[src/core/cfg_pkg.sv]
// package: offsets, field positions, reset values and timing counts of the motion config bank
`default_nettype none
package cfg_pkg;
  localparam int unsigned CLK_HZ = 25000000;
  localparam logic [7:0] ORIENT_SETUP_ADDR   = 8'h2c;
  localparam logic [7:0] ORIENT_ANGLE_ADDR   = 8'h2d;
  localparam logic [7:0] FLAT_ANGLE_ADDR     = 8'h2e;
  localparam logic [7:0] FLAT_HOLD_ADDR      = 8'h2f;
  localparam logic [7:0] QUEUE_WM_ADDR       = 8'h30;
  localparam logic [7:0] SELFTEST_ADDR       = 8'h32;
  localparam logic [7:0] ORIENT_SETUP_RESET  = 8'h18;
  localparam logic [7:0] ORIENT_ANGLE_RESET  = 8'h48;
  localparam logic [7:0] FLAT_ANGLE_RESET    = 8'h08;
  localparam logic [7:0] FLAT_HOLD_RESET     = 8'h11;
  localparam logic [7:0] QUEUE_WM_RESET      = 8'h00;
  localparam logic [7:0] SELFTEST_RESET      = 8'h00;
  // writable bits; reserved bits are stored as zero and read as zero
  localparam logic [7:0] ORIENT_SETUP_MASK   = 8'h7f;
  localparam logic [7:0] ORIENT_ANGLE_MASK   = 8'h7f;
  localparam logic [7:0] FLAT_ANGLE_MASK     = 8'h3f;
  localparam logic [7:0] FLAT_HOLD_MASK      = 8'h37;
  localparam logic [7:0] QUEUE_WM_MASK       = 8'h3f;
  localparam logic [7:0] SELFTEST_MASK       = 8'h0f;
  localparam int unsigned HYST_POS      = 4;
  localparam int unsigned BLOCK_POS     = 2;
  localparam int unsigned MODE_POS      = 0;
  localparam int unsigned UD_EN_POS     = 6;
  localparam int unsigned THETA_POS     = 0;
  localparam int unsigned HOLD_POS      = 4;
  localparam int unsigned LEVEL_HY_POS  = 0;
  localparam int unsigned WM_POS        = 0;
  localparam int unsigned AMP_POS       = 3;
  localparam int unsigned SIGN_POS      = 2;
  localparam int unsigned AXIS_POS      = 0;
  // hysteresis step in micro-g, fixed for every range
  localparam int unsigned HYST_STEP_UG  = 62500;
  localparam int unsigned STABLE_MS     = 100;
  localparam int unsigned HOLD_UNIT_MS  = 512;
  localparam int unsigned SETTLE_MS     = 50;
  // 1 ms tick from the reference clock
  localparam int unsigned MS_CYCLES     = CLK_HZ / 1000;
  localparam logic [14:0] MS_LAST       = 15'(MS_CYCLES - 1);
  localparam logic [11:0] STABLE_LAST   = 12'(STABLE_MS);
  localparam logic [11:0] SETTLE_LAST   = 12'(SETTLE_MS);
endpackage : cfg_pkg
`default_nettype wire

[src/core/cfg_if.sv]
// interface: decoded configuration fields shared by the bank and its timer
`default_nettype none
interface cfg_if;
  logic       ms_tick;
  logic [1:0] hold_code;
  logic       flat_change;
  logic [1:0] block_mode;
  logic       orient_change;
  logic [1:0] axis;
  logic       flat_hold_done;
  logic       orient_stable;
  logic       selftest_settled;
  modport bank  (output hold_code, flat_change, block_mode, orient_change, axis,
                 input ms_tick, flat_hold_done, orient_stable, selftest_settled);
  modport timer (input hold_code, flat_change, block_mode, orient_change, axis,
                 output ms_tick, flat_hold_done, orient_stable, selftest_settled);
endinterface : cfg_if
`default_nettype wire

[src/core/cfg_timer.sv]
// millisecond timers: flat hold, orientation stability and self-test settling
`default_nettype none
module cfg_timer (
  input  wire logic i_ref_clk, // 25 MHz clock
  input  wire logic i_reset,   // sync reset, active high
  cfg_if.timer      c          // decoded fields and timer flags
);
  logic [14:0] div_reg;
  logic [11:0] hold_reg;
  logic [11:0] stab_reg;
  logic [11:0] settle_reg;
  logic [11:0] hold_last;
  logic        st_on;

  // code 00 means no hold at all; 01..11 double from the base unit
  assign hold_last = (c.hold_code == 2'h0) ? 12'h0
                   : 12'(cfg_pkg::HOLD_UNIT_MS) << (c.hold_code - 2'h1);
  assign st_on     = c.axis != 2'h0;

  always_ff @(posedge i_ref_clk) begin
    if (i_reset || div_reg == cfg_pkg::MS_LAST) div_reg <= 15'h0;
    else div_reg <= div_reg + 15'h1;
  end

  always_ff @(posedge i_ref_clk) begin
    if (i_reset) c.ms_tick <= 1'b0;
    else c.ms_tick <= div_reg == cfg_pkg::MS_LAST;
  end

  // hold restarts on every flat change; code 00 needs no wait
  always_ff @(posedge i_ref_clk) begin
    if (i_reset || c.flat_change) hold_reg <= 12'h0;
    else if (c.ms_tick && hold_reg < hold_last) hold_reg <= hold_reg + 12'h1;
  end
  assign c.flat_hold_done = (hold_reg >= hold_last) && !c.flat_change;

  always_ff @(posedge i_ref_clk) begin
    if (i_reset || c.orient_change) stab_reg <= 12'h0;
    else if (c.ms_tick && stab_reg < cfg_pkg::STABLE_LAST) stab_reg <= stab_reg + 12'h1;
  end
  assign c.orient_stable = stab_reg >= cfg_pkg::STABLE_LAST;

  // settle counter only informs the host; waiting is the host's job
  always_ff @(posedge i_ref_clk) begin
    if (i_reset || !st_on) settle_reg <= 12'h0;
    else if (c.ms_tick && settle_reg < cfg_pkg::SETTLE_LAST) settle_reg <= settle_reg + 12'h1;
  end
  assign c.selftest_settled = st_on && settle_reg >= cfg_pkg::SETTLE_LAST;

  a_stable_clear: assert property (@(posedge i_ref_clk) disable iff (i_reset)
    c.orient_change |=> !c.orient_stable) else $error("orientation stable after change");
  a_hold_zero: assert property (@(posedge i_ref_clk) disable iff (i_reset)
    (c.hold_code == 2'h0 && !c.flat_change) |-> c.flat_hold_done) else $error("hold 0 waits");
endmodule : cfg_timer
`default_nettype wire

[src/core/motion_cfg_regs.sv]
// top: motion feature configuration register bank with blocking and qualifier logic
`default_nettype none
module motion_cfg_regs (
  input  wire logic       i_ref_clk,       // 25 MHz clock
  input  wire logic       i_reset,         // sync reset, active high
  input  wire logic       i_wr_en,         // register write strobe
  input  wire logic       i_rd_en,         // register read strobe
  input  wire logic [7:0] i_addr,          // register address
  input  wire logic [7:0] i_wdata,         // write data
  input  wire logic       i_theta_block,   // engine: tilt inside theta cone
  input  wire logic       i_slope_02g,     // engine: slope above 0.2 g
  input  wire logic       i_slope_04g,     // engine: slope above 0.4 g
  input  wire logic       i_accel_15g,     // engine: axis above 1.5 g
  input  wire logic       i_orient_event,  // engine: orientation value changed
  input  wire logic       i_updown_change, // engine: up/down bit changed
  input  wire logic [7:0] i_flat_delta,    // engine: flat value movement
  input  wire logic       i_flat_event,    // engine: raw flat state candidate
  input  wire logic [6:0] i_fifo_count,    // queue entry count
  output logic      [7:0] o_rdata,         // read data
  output logic      [2:0] o_orient_hyst,   // hysteresis steps of 62.5 mg
  output logic      [1:0] o_orient_mode,   // threshold mode
  output logic      [5:0] o_orient_theta,  // blocking angle code
  output logic      [5:0] o_flat_theta,    // flat angle code
  output logic            o_orient_irq,    // orientation interrupt pulse
  output logic            o_flat_irq,      // flat interrupt pulse
  output logic            o_wm_irq,        // watermark interrupt pulse
  output logic      [2:0] o_st_axis_valid, // per-axis readout valid (x,y,z)
  output logic            o_st_excite,     // self-test excitation on
  output logic            o_st_positive,   // self-test sign
  output logic            o_st_high_amp,   // self-test high amplitude
  output logic            o_st_settled     // self-test settle time passed
);
  logic [7:0] orient_setup_reg;
  logic [7:0] orient_angle_reg;
  logic [7:0] flat_angle_reg;
  logic [7:0] flat_hold_reg;
  logic [7:0] queue_wm_reg;
  logic [7:0] selftest_reg;
  logic [1:0] block_mode;
  logic [2:0] level_hysteresis;
  logic       updown_change_irq_enable;
  logic [5:0] wm_level;
  logic [1:0] st_axis;
  logic       blocked;
  logic       orient_src;
  logic       flat_change;
  logic       flat_pend_reg;
  logic       wm_hit_reg;
  logic [8:0] flat_limit;
  cfg_if      c ();

  // configuration writes; reserved bits never stored
  always_ff @(posedge i_ref_clk) begin
    if (i_reset) begin
      orient_setup_reg <= cfg_pkg::ORIENT_SETUP_RESET;
      orient_angle_reg <= cfg_pkg::ORIENT_ANGLE_RESET;
      flat_angle_reg   <= cfg_pkg::FLAT_ANGLE_RESET;
      flat_hold_reg    <= cfg_pkg::FLAT_HOLD_RESET;
      queue_wm_reg     <= cfg_pkg::QUEUE_WM_RESET;
      selftest_reg     <= cfg_pkg::SELFTEST_RESET;
    end else if (i_wr_en) begin
      unique case (i_addr)
        cfg_pkg::ORIENT_SETUP_ADDR: orient_setup_reg <= i_wdata & cfg_pkg::ORIENT_SETUP_MASK;
        cfg_pkg::ORIENT_ANGLE_ADDR: orient_angle_reg <= i_wdata & cfg_pkg::ORIENT_ANGLE_MASK;
        cfg_pkg::FLAT_ANGLE_ADDR:   flat_angle_reg   <= i_wdata & cfg_pkg::FLAT_ANGLE_MASK;
        cfg_pkg::FLAT_HOLD_ADDR:    flat_hold_reg    <= i_wdata & cfg_pkg::FLAT_HOLD_MASK;
        cfg_pkg::QUEUE_WM_ADDR:     queue_wm_reg     <= i_wdata & cfg_pkg::QUEUE_WM_MASK;
        cfg_pkg::SELFTEST_ADDR:     selftest_reg     <= i_wdata & cfg_pkg::SELFTEST_MASK;
        default: ;
      endcase
    end
  end

  // reads; reserved bits and unmapped addresses give zero
  always_ff @(posedge i_ref_clk) begin
    if (i_reset) o_rdata <= 8'h00;
    else if (i_rd_en) begin
      unique case (i_addr)
        cfg_pkg::ORIENT_SETUP_ADDR: o_rdata <= orient_setup_reg;
        cfg_pkg::ORIENT_ANGLE_ADDR: o_rdata <= orient_angle_reg;
        cfg_pkg::FLAT_ANGLE_ADDR:   o_rdata <= flat_angle_reg;
        cfg_pkg::FLAT_HOLD_ADDR:    o_rdata <= flat_hold_reg;
        cfg_pkg::QUEUE_WM_ADDR:     o_rdata <= queue_wm_reg;
        cfg_pkg::SELFTEST_ADDR:     o_rdata <= selftest_reg;
        default:                    o_rdata <= 8'h00;
      endcase
    end
  end

  assign block_mode               = orient_setup_reg[cfg_pkg::BLOCK_POS +: 2];
  assign updown_change_irq_enable = orient_angle_reg[cfg_pkg::UD_EN_POS];
  assign level_hysteresis         = flat_hold_reg[cfg_pkg::LEVEL_HY_POS +: 3];
  assign wm_level                 = queue_wm_reg[cfg_pkg::WM_POS +: 6];
  assign st_axis                  = selftest_reg[cfg_pkg::AXIS_POS +: 2];

  // engine-facing fields; engine scales each step itself
  always_ff @(posedge i_ref_clk) begin
    if (i_reset) begin
      o_orient_hyst  <= 3'h0;
      o_orient_mode  <= 2'h0;
      o_orient_theta <= 6'h0;
      o_flat_theta   <= 6'h0;
    end else begin
      o_orient_hyst  <= orient_setup_reg[cfg_pkg::HYST_POS +: 3];
      o_orient_mode  <= orient_setup_reg[cfg_pkg::MODE_POS +: 2];
      o_orient_theta <= orient_angle_reg[cfg_pkg::THETA_POS +: 6];
      o_flat_theta   <= flat_angle_reg[cfg_pkg::THETA_POS +: 6];
    end
  end

  always_comb begin
    unique case (block_mode)
      2'h0: blocked = 1'b0;
      2'h1: blocked = i_theta_block || i_accel_15g;
      2'h2: blocked = i_theta_block || i_slope_02g || i_accel_15g;
      2'h3: blocked = i_theta_block || i_slope_04g || i_accel_15g || !c.orient_stable;
    endcase
  end

  assign orient_src = i_orient_event || (i_updown_change && updown_change_irq_enable);

  always_ff @(posedge i_ref_clk) begin
    if (i_reset) o_orient_irq <= 1'b0;
    else o_orient_irq <= orient_src && !blocked;
  end

  // twice the hysteresis; zero code lets any movement through
  assign flat_limit  = {5'h0, level_hysteresis, 1'b0};
  assign flat_change = i_flat_event && ({1'b0, i_flat_delta} > flat_limit);

  always_ff @(posedge i_ref_clk) begin
    if (i_reset) flat_pend_reg <= 1'b0;
    else if (flat_change) flat_pend_reg <= 1'b1;
    else if (c.flat_hold_done) flat_pend_reg <= 1'b0;
  end

  always_ff @(posedge i_ref_clk) begin
    if (i_reset) o_flat_irq <= 1'b0;
    else o_flat_irq <= flat_pend_reg && c.flat_hold_done;
  end

  // one pulse on reaching the level, not every cycle it is held
  always_ff @(posedge i_ref_clk) begin
    if (i_reset) wm_hit_reg <= 1'b0;
    else wm_hit_reg <= i_fifo_count == {1'b0, wm_level};
  end

  always_ff @(posedge i_ref_clk) begin
    if (i_reset) o_wm_irq <= 1'b0;
    else o_wm_irq <= (i_fifo_count == {1'b0, wm_level}) && !wm_hit_reg;
  end

  always_ff @(posedge i_ref_clk) begin
    if (i_reset) begin
      o_st_excite     <= 1'b0;
      o_st_positive   <= 1'b0;
      o_st_high_amp   <= 1'b0;
      o_st_axis_valid <= 3'h7;
      o_st_settled    <= 1'b0;
    end else begin
      o_st_excite   <= st_axis != 2'h0;
      o_st_positive <= selftest_reg[cfg_pkg::SIGN_POS];
      o_st_high_amp <= selftest_reg[cfg_pkg::AMP_POS];
      o_st_settled  <= c.selftest_settled;
      unique case (st_axis)
        2'h0: o_st_axis_valid <= 3'h7;
        2'h1: o_st_axis_valid <= 3'h1;
        2'h2: o_st_axis_valid <= 3'h2;
        2'h3: o_st_axis_valid <= 3'h4;
      endcase
    end
  end

  assign c.hold_code     = flat_hold_reg[cfg_pkg::HOLD_POS +: 2];
  assign c.flat_change   = flat_change;
  assign c.block_mode    = block_mode;
  assign c.orient_change = i_orient_event;
  assign c.axis          = st_axis;

  cfg_timer u_timer (
    .i_ref_clk (i_ref_clk),
    .i_reset   (i_reset),
    .c         (c)
  );

  a_block_none: assert property (@(posedge i_ref_clk) disable iff (i_reset)
    (block_mode == 2'h0 && i_orient_event) |=> o_orient_irq) else $error("mode 0 blocked");
  a_block_accel: assert property (@(posedge i_ref_clk) disable iff (i_reset)
    (block_mode != 2'h0 && i_accel_15g) |=> !o_orient_irq) else $error("1.5g not blocked");
  a_block_slope: assert property (@(posedge i_ref_clk) disable iff (i_reset)
    (block_mode == 2'h2 && i_slope_02g) |=> !o_orient_irq) else $error("slope not blocked");
  a_updown_mask: assert property (@(posedge i_ref_clk) disable iff (i_reset)
    (!updown_change_irq_enable && !i_orient_event) |=> !o_orient_irq) else $error("ud leak");
  a_wm_pulse: assert property (@(posedge i_ref_clk) disable iff (i_reset)
    o_wm_irq |=> !o_wm_irq) else $error("watermark not a pulse");
  a_st_axis_x: assert property (@(posedge i_ref_clk) disable iff (i_reset)
    st_axis == 2'h1 |=> o_st_axis_valid == 3'h1) else $error("x self-test valid");
  a_write_hold: assert property (@(posedge i_ref_clk) disable iff (i_reset)
    !i_wr_en |=> $stable(selftest_reg)) else $error("register changed");
  a_level_hysteresis: assert property (@(posedge i_ref_clk) disable iff (i_reset)
    (i_flat_event && {1'b0, i_flat_delta} <= flat_limit) |-> !flat_change)
    else $error("flat change inside band");
  a_sign_map: assert property (@(posedge i_ref_clk) disable iff (i_reset)
    o_st_positive == $past(selftest_reg[cfg_pkg::SIGN_POS])) else $error("sign");

  c_orient_irq: cover property (@(posedge i_ref_clk) o_orient_irq);
  c_flat_irq:   cover property (@(posedge i_ref_clk) o_flat_irq);
  c_wm_irq:     cover property (@(posedge i_ref_clk) o_wm_irq);
  c_st_settle:  cover property (@(posedge i_ref_clk) o_st_settled);
endmodule : motion_cfg_regs
`default_nettype wire

[config.mk]
export PLATFORM = sky130hd
export DESIGN_NAME = motion_cfg_regs
export DESIGN_NICKNAME = d
export VERILOG_FILES = /design/src/core/cfg_pkg.sv /design/src/core/cfg_if.sv /design/src/core/cfg_timer.sv /design/src/core/motion_cfg_regs.sv
export SDC_FILE = /design/constraint.sdc
export NUM_CORES = 1
export LEC_CHECK = 0
export BUFFER_PORTS_ARGS = -buffer_cell sky130_fd_sc_hd__buf_2
export CAP_MARGIN = 20
export CORE_MARGIN = 4
export CORE_UTILIZATION = 56
export DETAILED_ROUTE_END_ITERATION = 7
export PLACE_DENSITY = 0.81
export REMOVE_ABC_BUFFERS = 1
export SETUP_SLACK_MARGIN = 0.3
export SKIP_CTS_REPAIR_TIMING = 1
export SYNTH_ARGS = -nofsm -noshare
export SYNTH_HDL_FRONTEND = slang
export SYNTH_SLANG_ARGS = --single-unit
[constraint.sdc]
create_clock -name i_ref_clk -period 2.9 [get_ports i_ref_clk]
set_clock_uncertainty 0.15 [all_clocks]
set_input_delay 0.58 -clock i_ref_clk [delete_from_list [all_inputs] [get_ports i_ref_clk]]
set_output_delay 0.58 -clock i_ref_clk [all_outputs]
set_load 0.005 [all_outputs]
==> impl_metrics.py <==
metrics = {
    "power": {
        "p_leak_nw": 2.65,
        "ir_drop_mv": 0.393,
        "p_per_area_nw_per_um2": 647,
    },
    "yosys": {
        "yosysSeqAreaShare": 0.478,
        "synth_area_per_cell_um2": 9.27,
        "syn_area_um2": 5150,
        "ys_ff_latch": 123,
        "yosys_warnings": 0,
        "async_flop_share": 0,
        "syn_inst": 555,
        "synth_edf_count": 0,
        "synthFlopType": "dfxtp_1",
        "ys_types": 53,
    },
    "route": {
        "drt-pass1-iter-count": 5,
        "drt-met1-wl_um": 5030,
        "drtIter0Drc": 222,
        "wl_met2_um": 5840,
        "wl_per_cell_um": 15.7,
        "via_count": 4211,
        "drc": 0,
        "top_layer_used": "met4",
        "vias_per_cell": 5.58,
        "wl_met3_um": 753,
        "drt-total-wl_um": 11800,
        "drtAntennaViolNets": 0,
    },
    "cts": {
        "clk_pin_slew_ns": 0.06,
        "cts_tree": "done",
        "cts-buffers-inserted": 17,
        "clk_latency_ns": 0.52,
        "cts_root_buf": "clkbuf_8",
        "clockBufferDepth": 2,
        "cts.htree.levels": 4,
        "cts_sinks": 123,
    },
    "final_layout": {
        "largest_register_ffs": 15,
        "drive_gt1_frac": 0.199,
        "ff_latch_area_um2": 2460,
        "multi_input_area_um2": 2500,
        "final.fill_count": 686,
        "diodes": 0,
        "fin_util": 0.706,
        "area_growth_pct": 21.4,
        "finalNetCount": 695,
    },
    "timing": {
        "maxSlewViolCount": 0,
        "worst_slew_pin_slew_ns": 0.590,
        "final_hold_viol_count": 0,
        "min_period_over_period": 0.782,
        "max_freq_mhz": 441,
        "fin_tns_setup_ns": 0,
        "slew-limit-headroom": 0.606,
        "hold_ws_ns": 0.176,
        "grt_setup_unrepaired": "no",
        "setup_viol_count_final": 0,
        "layout_min_cycle_time_ns": 2.27,
    },
    "worst_setup_path": {
        "path_max_fanout": 6,
        "worstSetupPathType": "reg2reg",
        "cp_data_required_time_ns": 3.14,
        "startpoint_type": "flip-flop",
        "crit_path_end_kind": "flip-flop",
        "worst-endpoint-arrival_ns": 2.50,
    },
    "floorplanning": {
        "num_io_pins": 77,
        "core_um2": 8850,
        "die_w_um": 104,
        "dieArea_um2": 10800,
        "initial_utilization": 0.582,
        "fp-row-count": 34,
        "die_y_um": 104,
    },
    "placement": {
        "portBuffers": 74,
        "gp_congestion": 0.846,
        "dpl.hpwl_um": 7860,
    },
    "global_route": {
        "first_global_vias": 4188,
        "grt_pass1_wl_um": 19500,
        "grt_max_degree": 32,
        "overflow": 0,
        "grt_use_total": 0.221,
        "antenna_found_initial": 0,
    },
    "run_status": {
        "outcome": "finished, final reports clean",
    },
    "min_path": {
        "hp-class": "in2reg",
    },
    "flow_run": {
        "max_cap_viol_count": 0,
    },
}
report_power, final:
part	leakage (nW)	internal [mW]	switching, mW	total (mW)
registers	0.993	1.70	0.00653	1.71
clock network	0.295	1.42	0.778	2.20
logic	1.36	0.0510	0.0804	0.131
total	2.65	3.18	0.865	4.04
worst max-delay path: stages, from the launching register on:
cell and delay, ns:
dfxtp_1 0.39, nand2_1 0.08, ha_1 0.31, a21oi_1 0.23, o211ai_1 0.27, nor4_1 0.45
xnor2_1 0.18, nor2_1 0.07
layer usage:
metal,track usage,vias to the layer above
met3,0.0583,28
met2,0.366,135
met1,0.268,1993
met5,0,-
met4,0.105,0
li1,-,2055
path summary, 6_finish.rpt:
kind / startpoint / endpoint / slack [ns] / cells after the start
setup reg to reg: flat_hold_reg[4]$_SDFFE_PP1P_ / u_timer.hold_reg[10]$_SDFFE_PP0P_ / 0.63 / 7
setup / recovery: flat_hold_reg[4]$_SDFFE_PP1P_ / u_timer.hold_reg[10]$_SDFFE_PP0P_ / 0.63 / 7
hold reg to reg: wm_hit_reg$_SDFF_PP0_ / o_wm_irq$_SDFF_PP0_ / 0.24 / 1
hold / removal: i_wdata[6] / orient_setup_reg[6]$_SDFFE_PP0P_ / 0.18 / 3
cell type report:
| cell class | instances | area share |
|---|---|---|
| clock buffer | 19 | 0.0691 |
| clock inverter | 13 | 0.0306 |
| inverter | 22 | 0.0132 |
| multi-input combinational | 386 | 0.400 |
| sequential | 123 | 0.394 |
| tap | 108 | 0.0216 |
| timing repair buffer | 84 | 0.0713 |
cell families after synthesis:
family	after synthesis	synth area share
compound gates	58	0.0775
flops	123	0.478
buf+inv	46	0.0357
fa+ha+maj	19	0.0462
mux	31	0.0620
simple gates	239	0.235
xor+xnor	38	0.0647
other cells	1	0.000729
Yosys cell counts (all sizes together), types with 2 or more instances:
cell,count,share of area
and4b,2,0.0039
nor3,10,0.012
inv,22,0.016
nor2,84,0.061
a211o,8,0.014
xor2,15,0.026
o211ai,2,0.0029
nand3,30,0.029
a221oi,2,0.0046
o21ai,8,0.0078
dfxtp,123,0.48
or3,4,0.0049
or2,3,0.0036
o2bb2ai,2,0.0034
xnor2,23,0.039
nor2b,23,0.028
a21oi,20,0.019
nand2,32,0.023
mux2i,24,0.047
buf,6,0.0066
nor4,7,0.011
and4,2,0.0034
or4,4,0.0058
o31ai,2,0.0029
mux2,7,0.015
and2,12,0.015
nand2b,6,0.0073
o311ai,2,0.0034
and3,7,0.0085
nand4,9,0.011
a211oi,3,0.0044
ha,19,0.046
clkbuf,18,0.013
placed cells by master, fill, tap and decap left out, types with 20 or more instances in the layout:
cell type | Yosys | final
a21oi_1 | 20 | 20
buf_2 | 3 | 74
dfxtp_1 | 123 | 123
inv_1 | 22 | 22
mux2i_1 | 24 | 24
nand2_1 | 32 | 32
nand3_1 | 30 | 30
nor2_1 | 84 | 84
nor2b_1 | 23 | 23
xnor2_1 | 23 | 23
stage by stage:
step	instance area [um2]	instances	setup slack [ns]	total power, mW
2_1_floorplan	5050	531	-0.146	1.79
5_1_grt	6250	755	0.487	4.15
6_report	6250	755	0.632	4.04
3_3_place_gp	5600	720	0.444	1.87
3_5_place_dp	5600	720	0.412	1.87
4_1_cts	6230	752	0.414	4.06
Power figures use the tool's default switching activity.
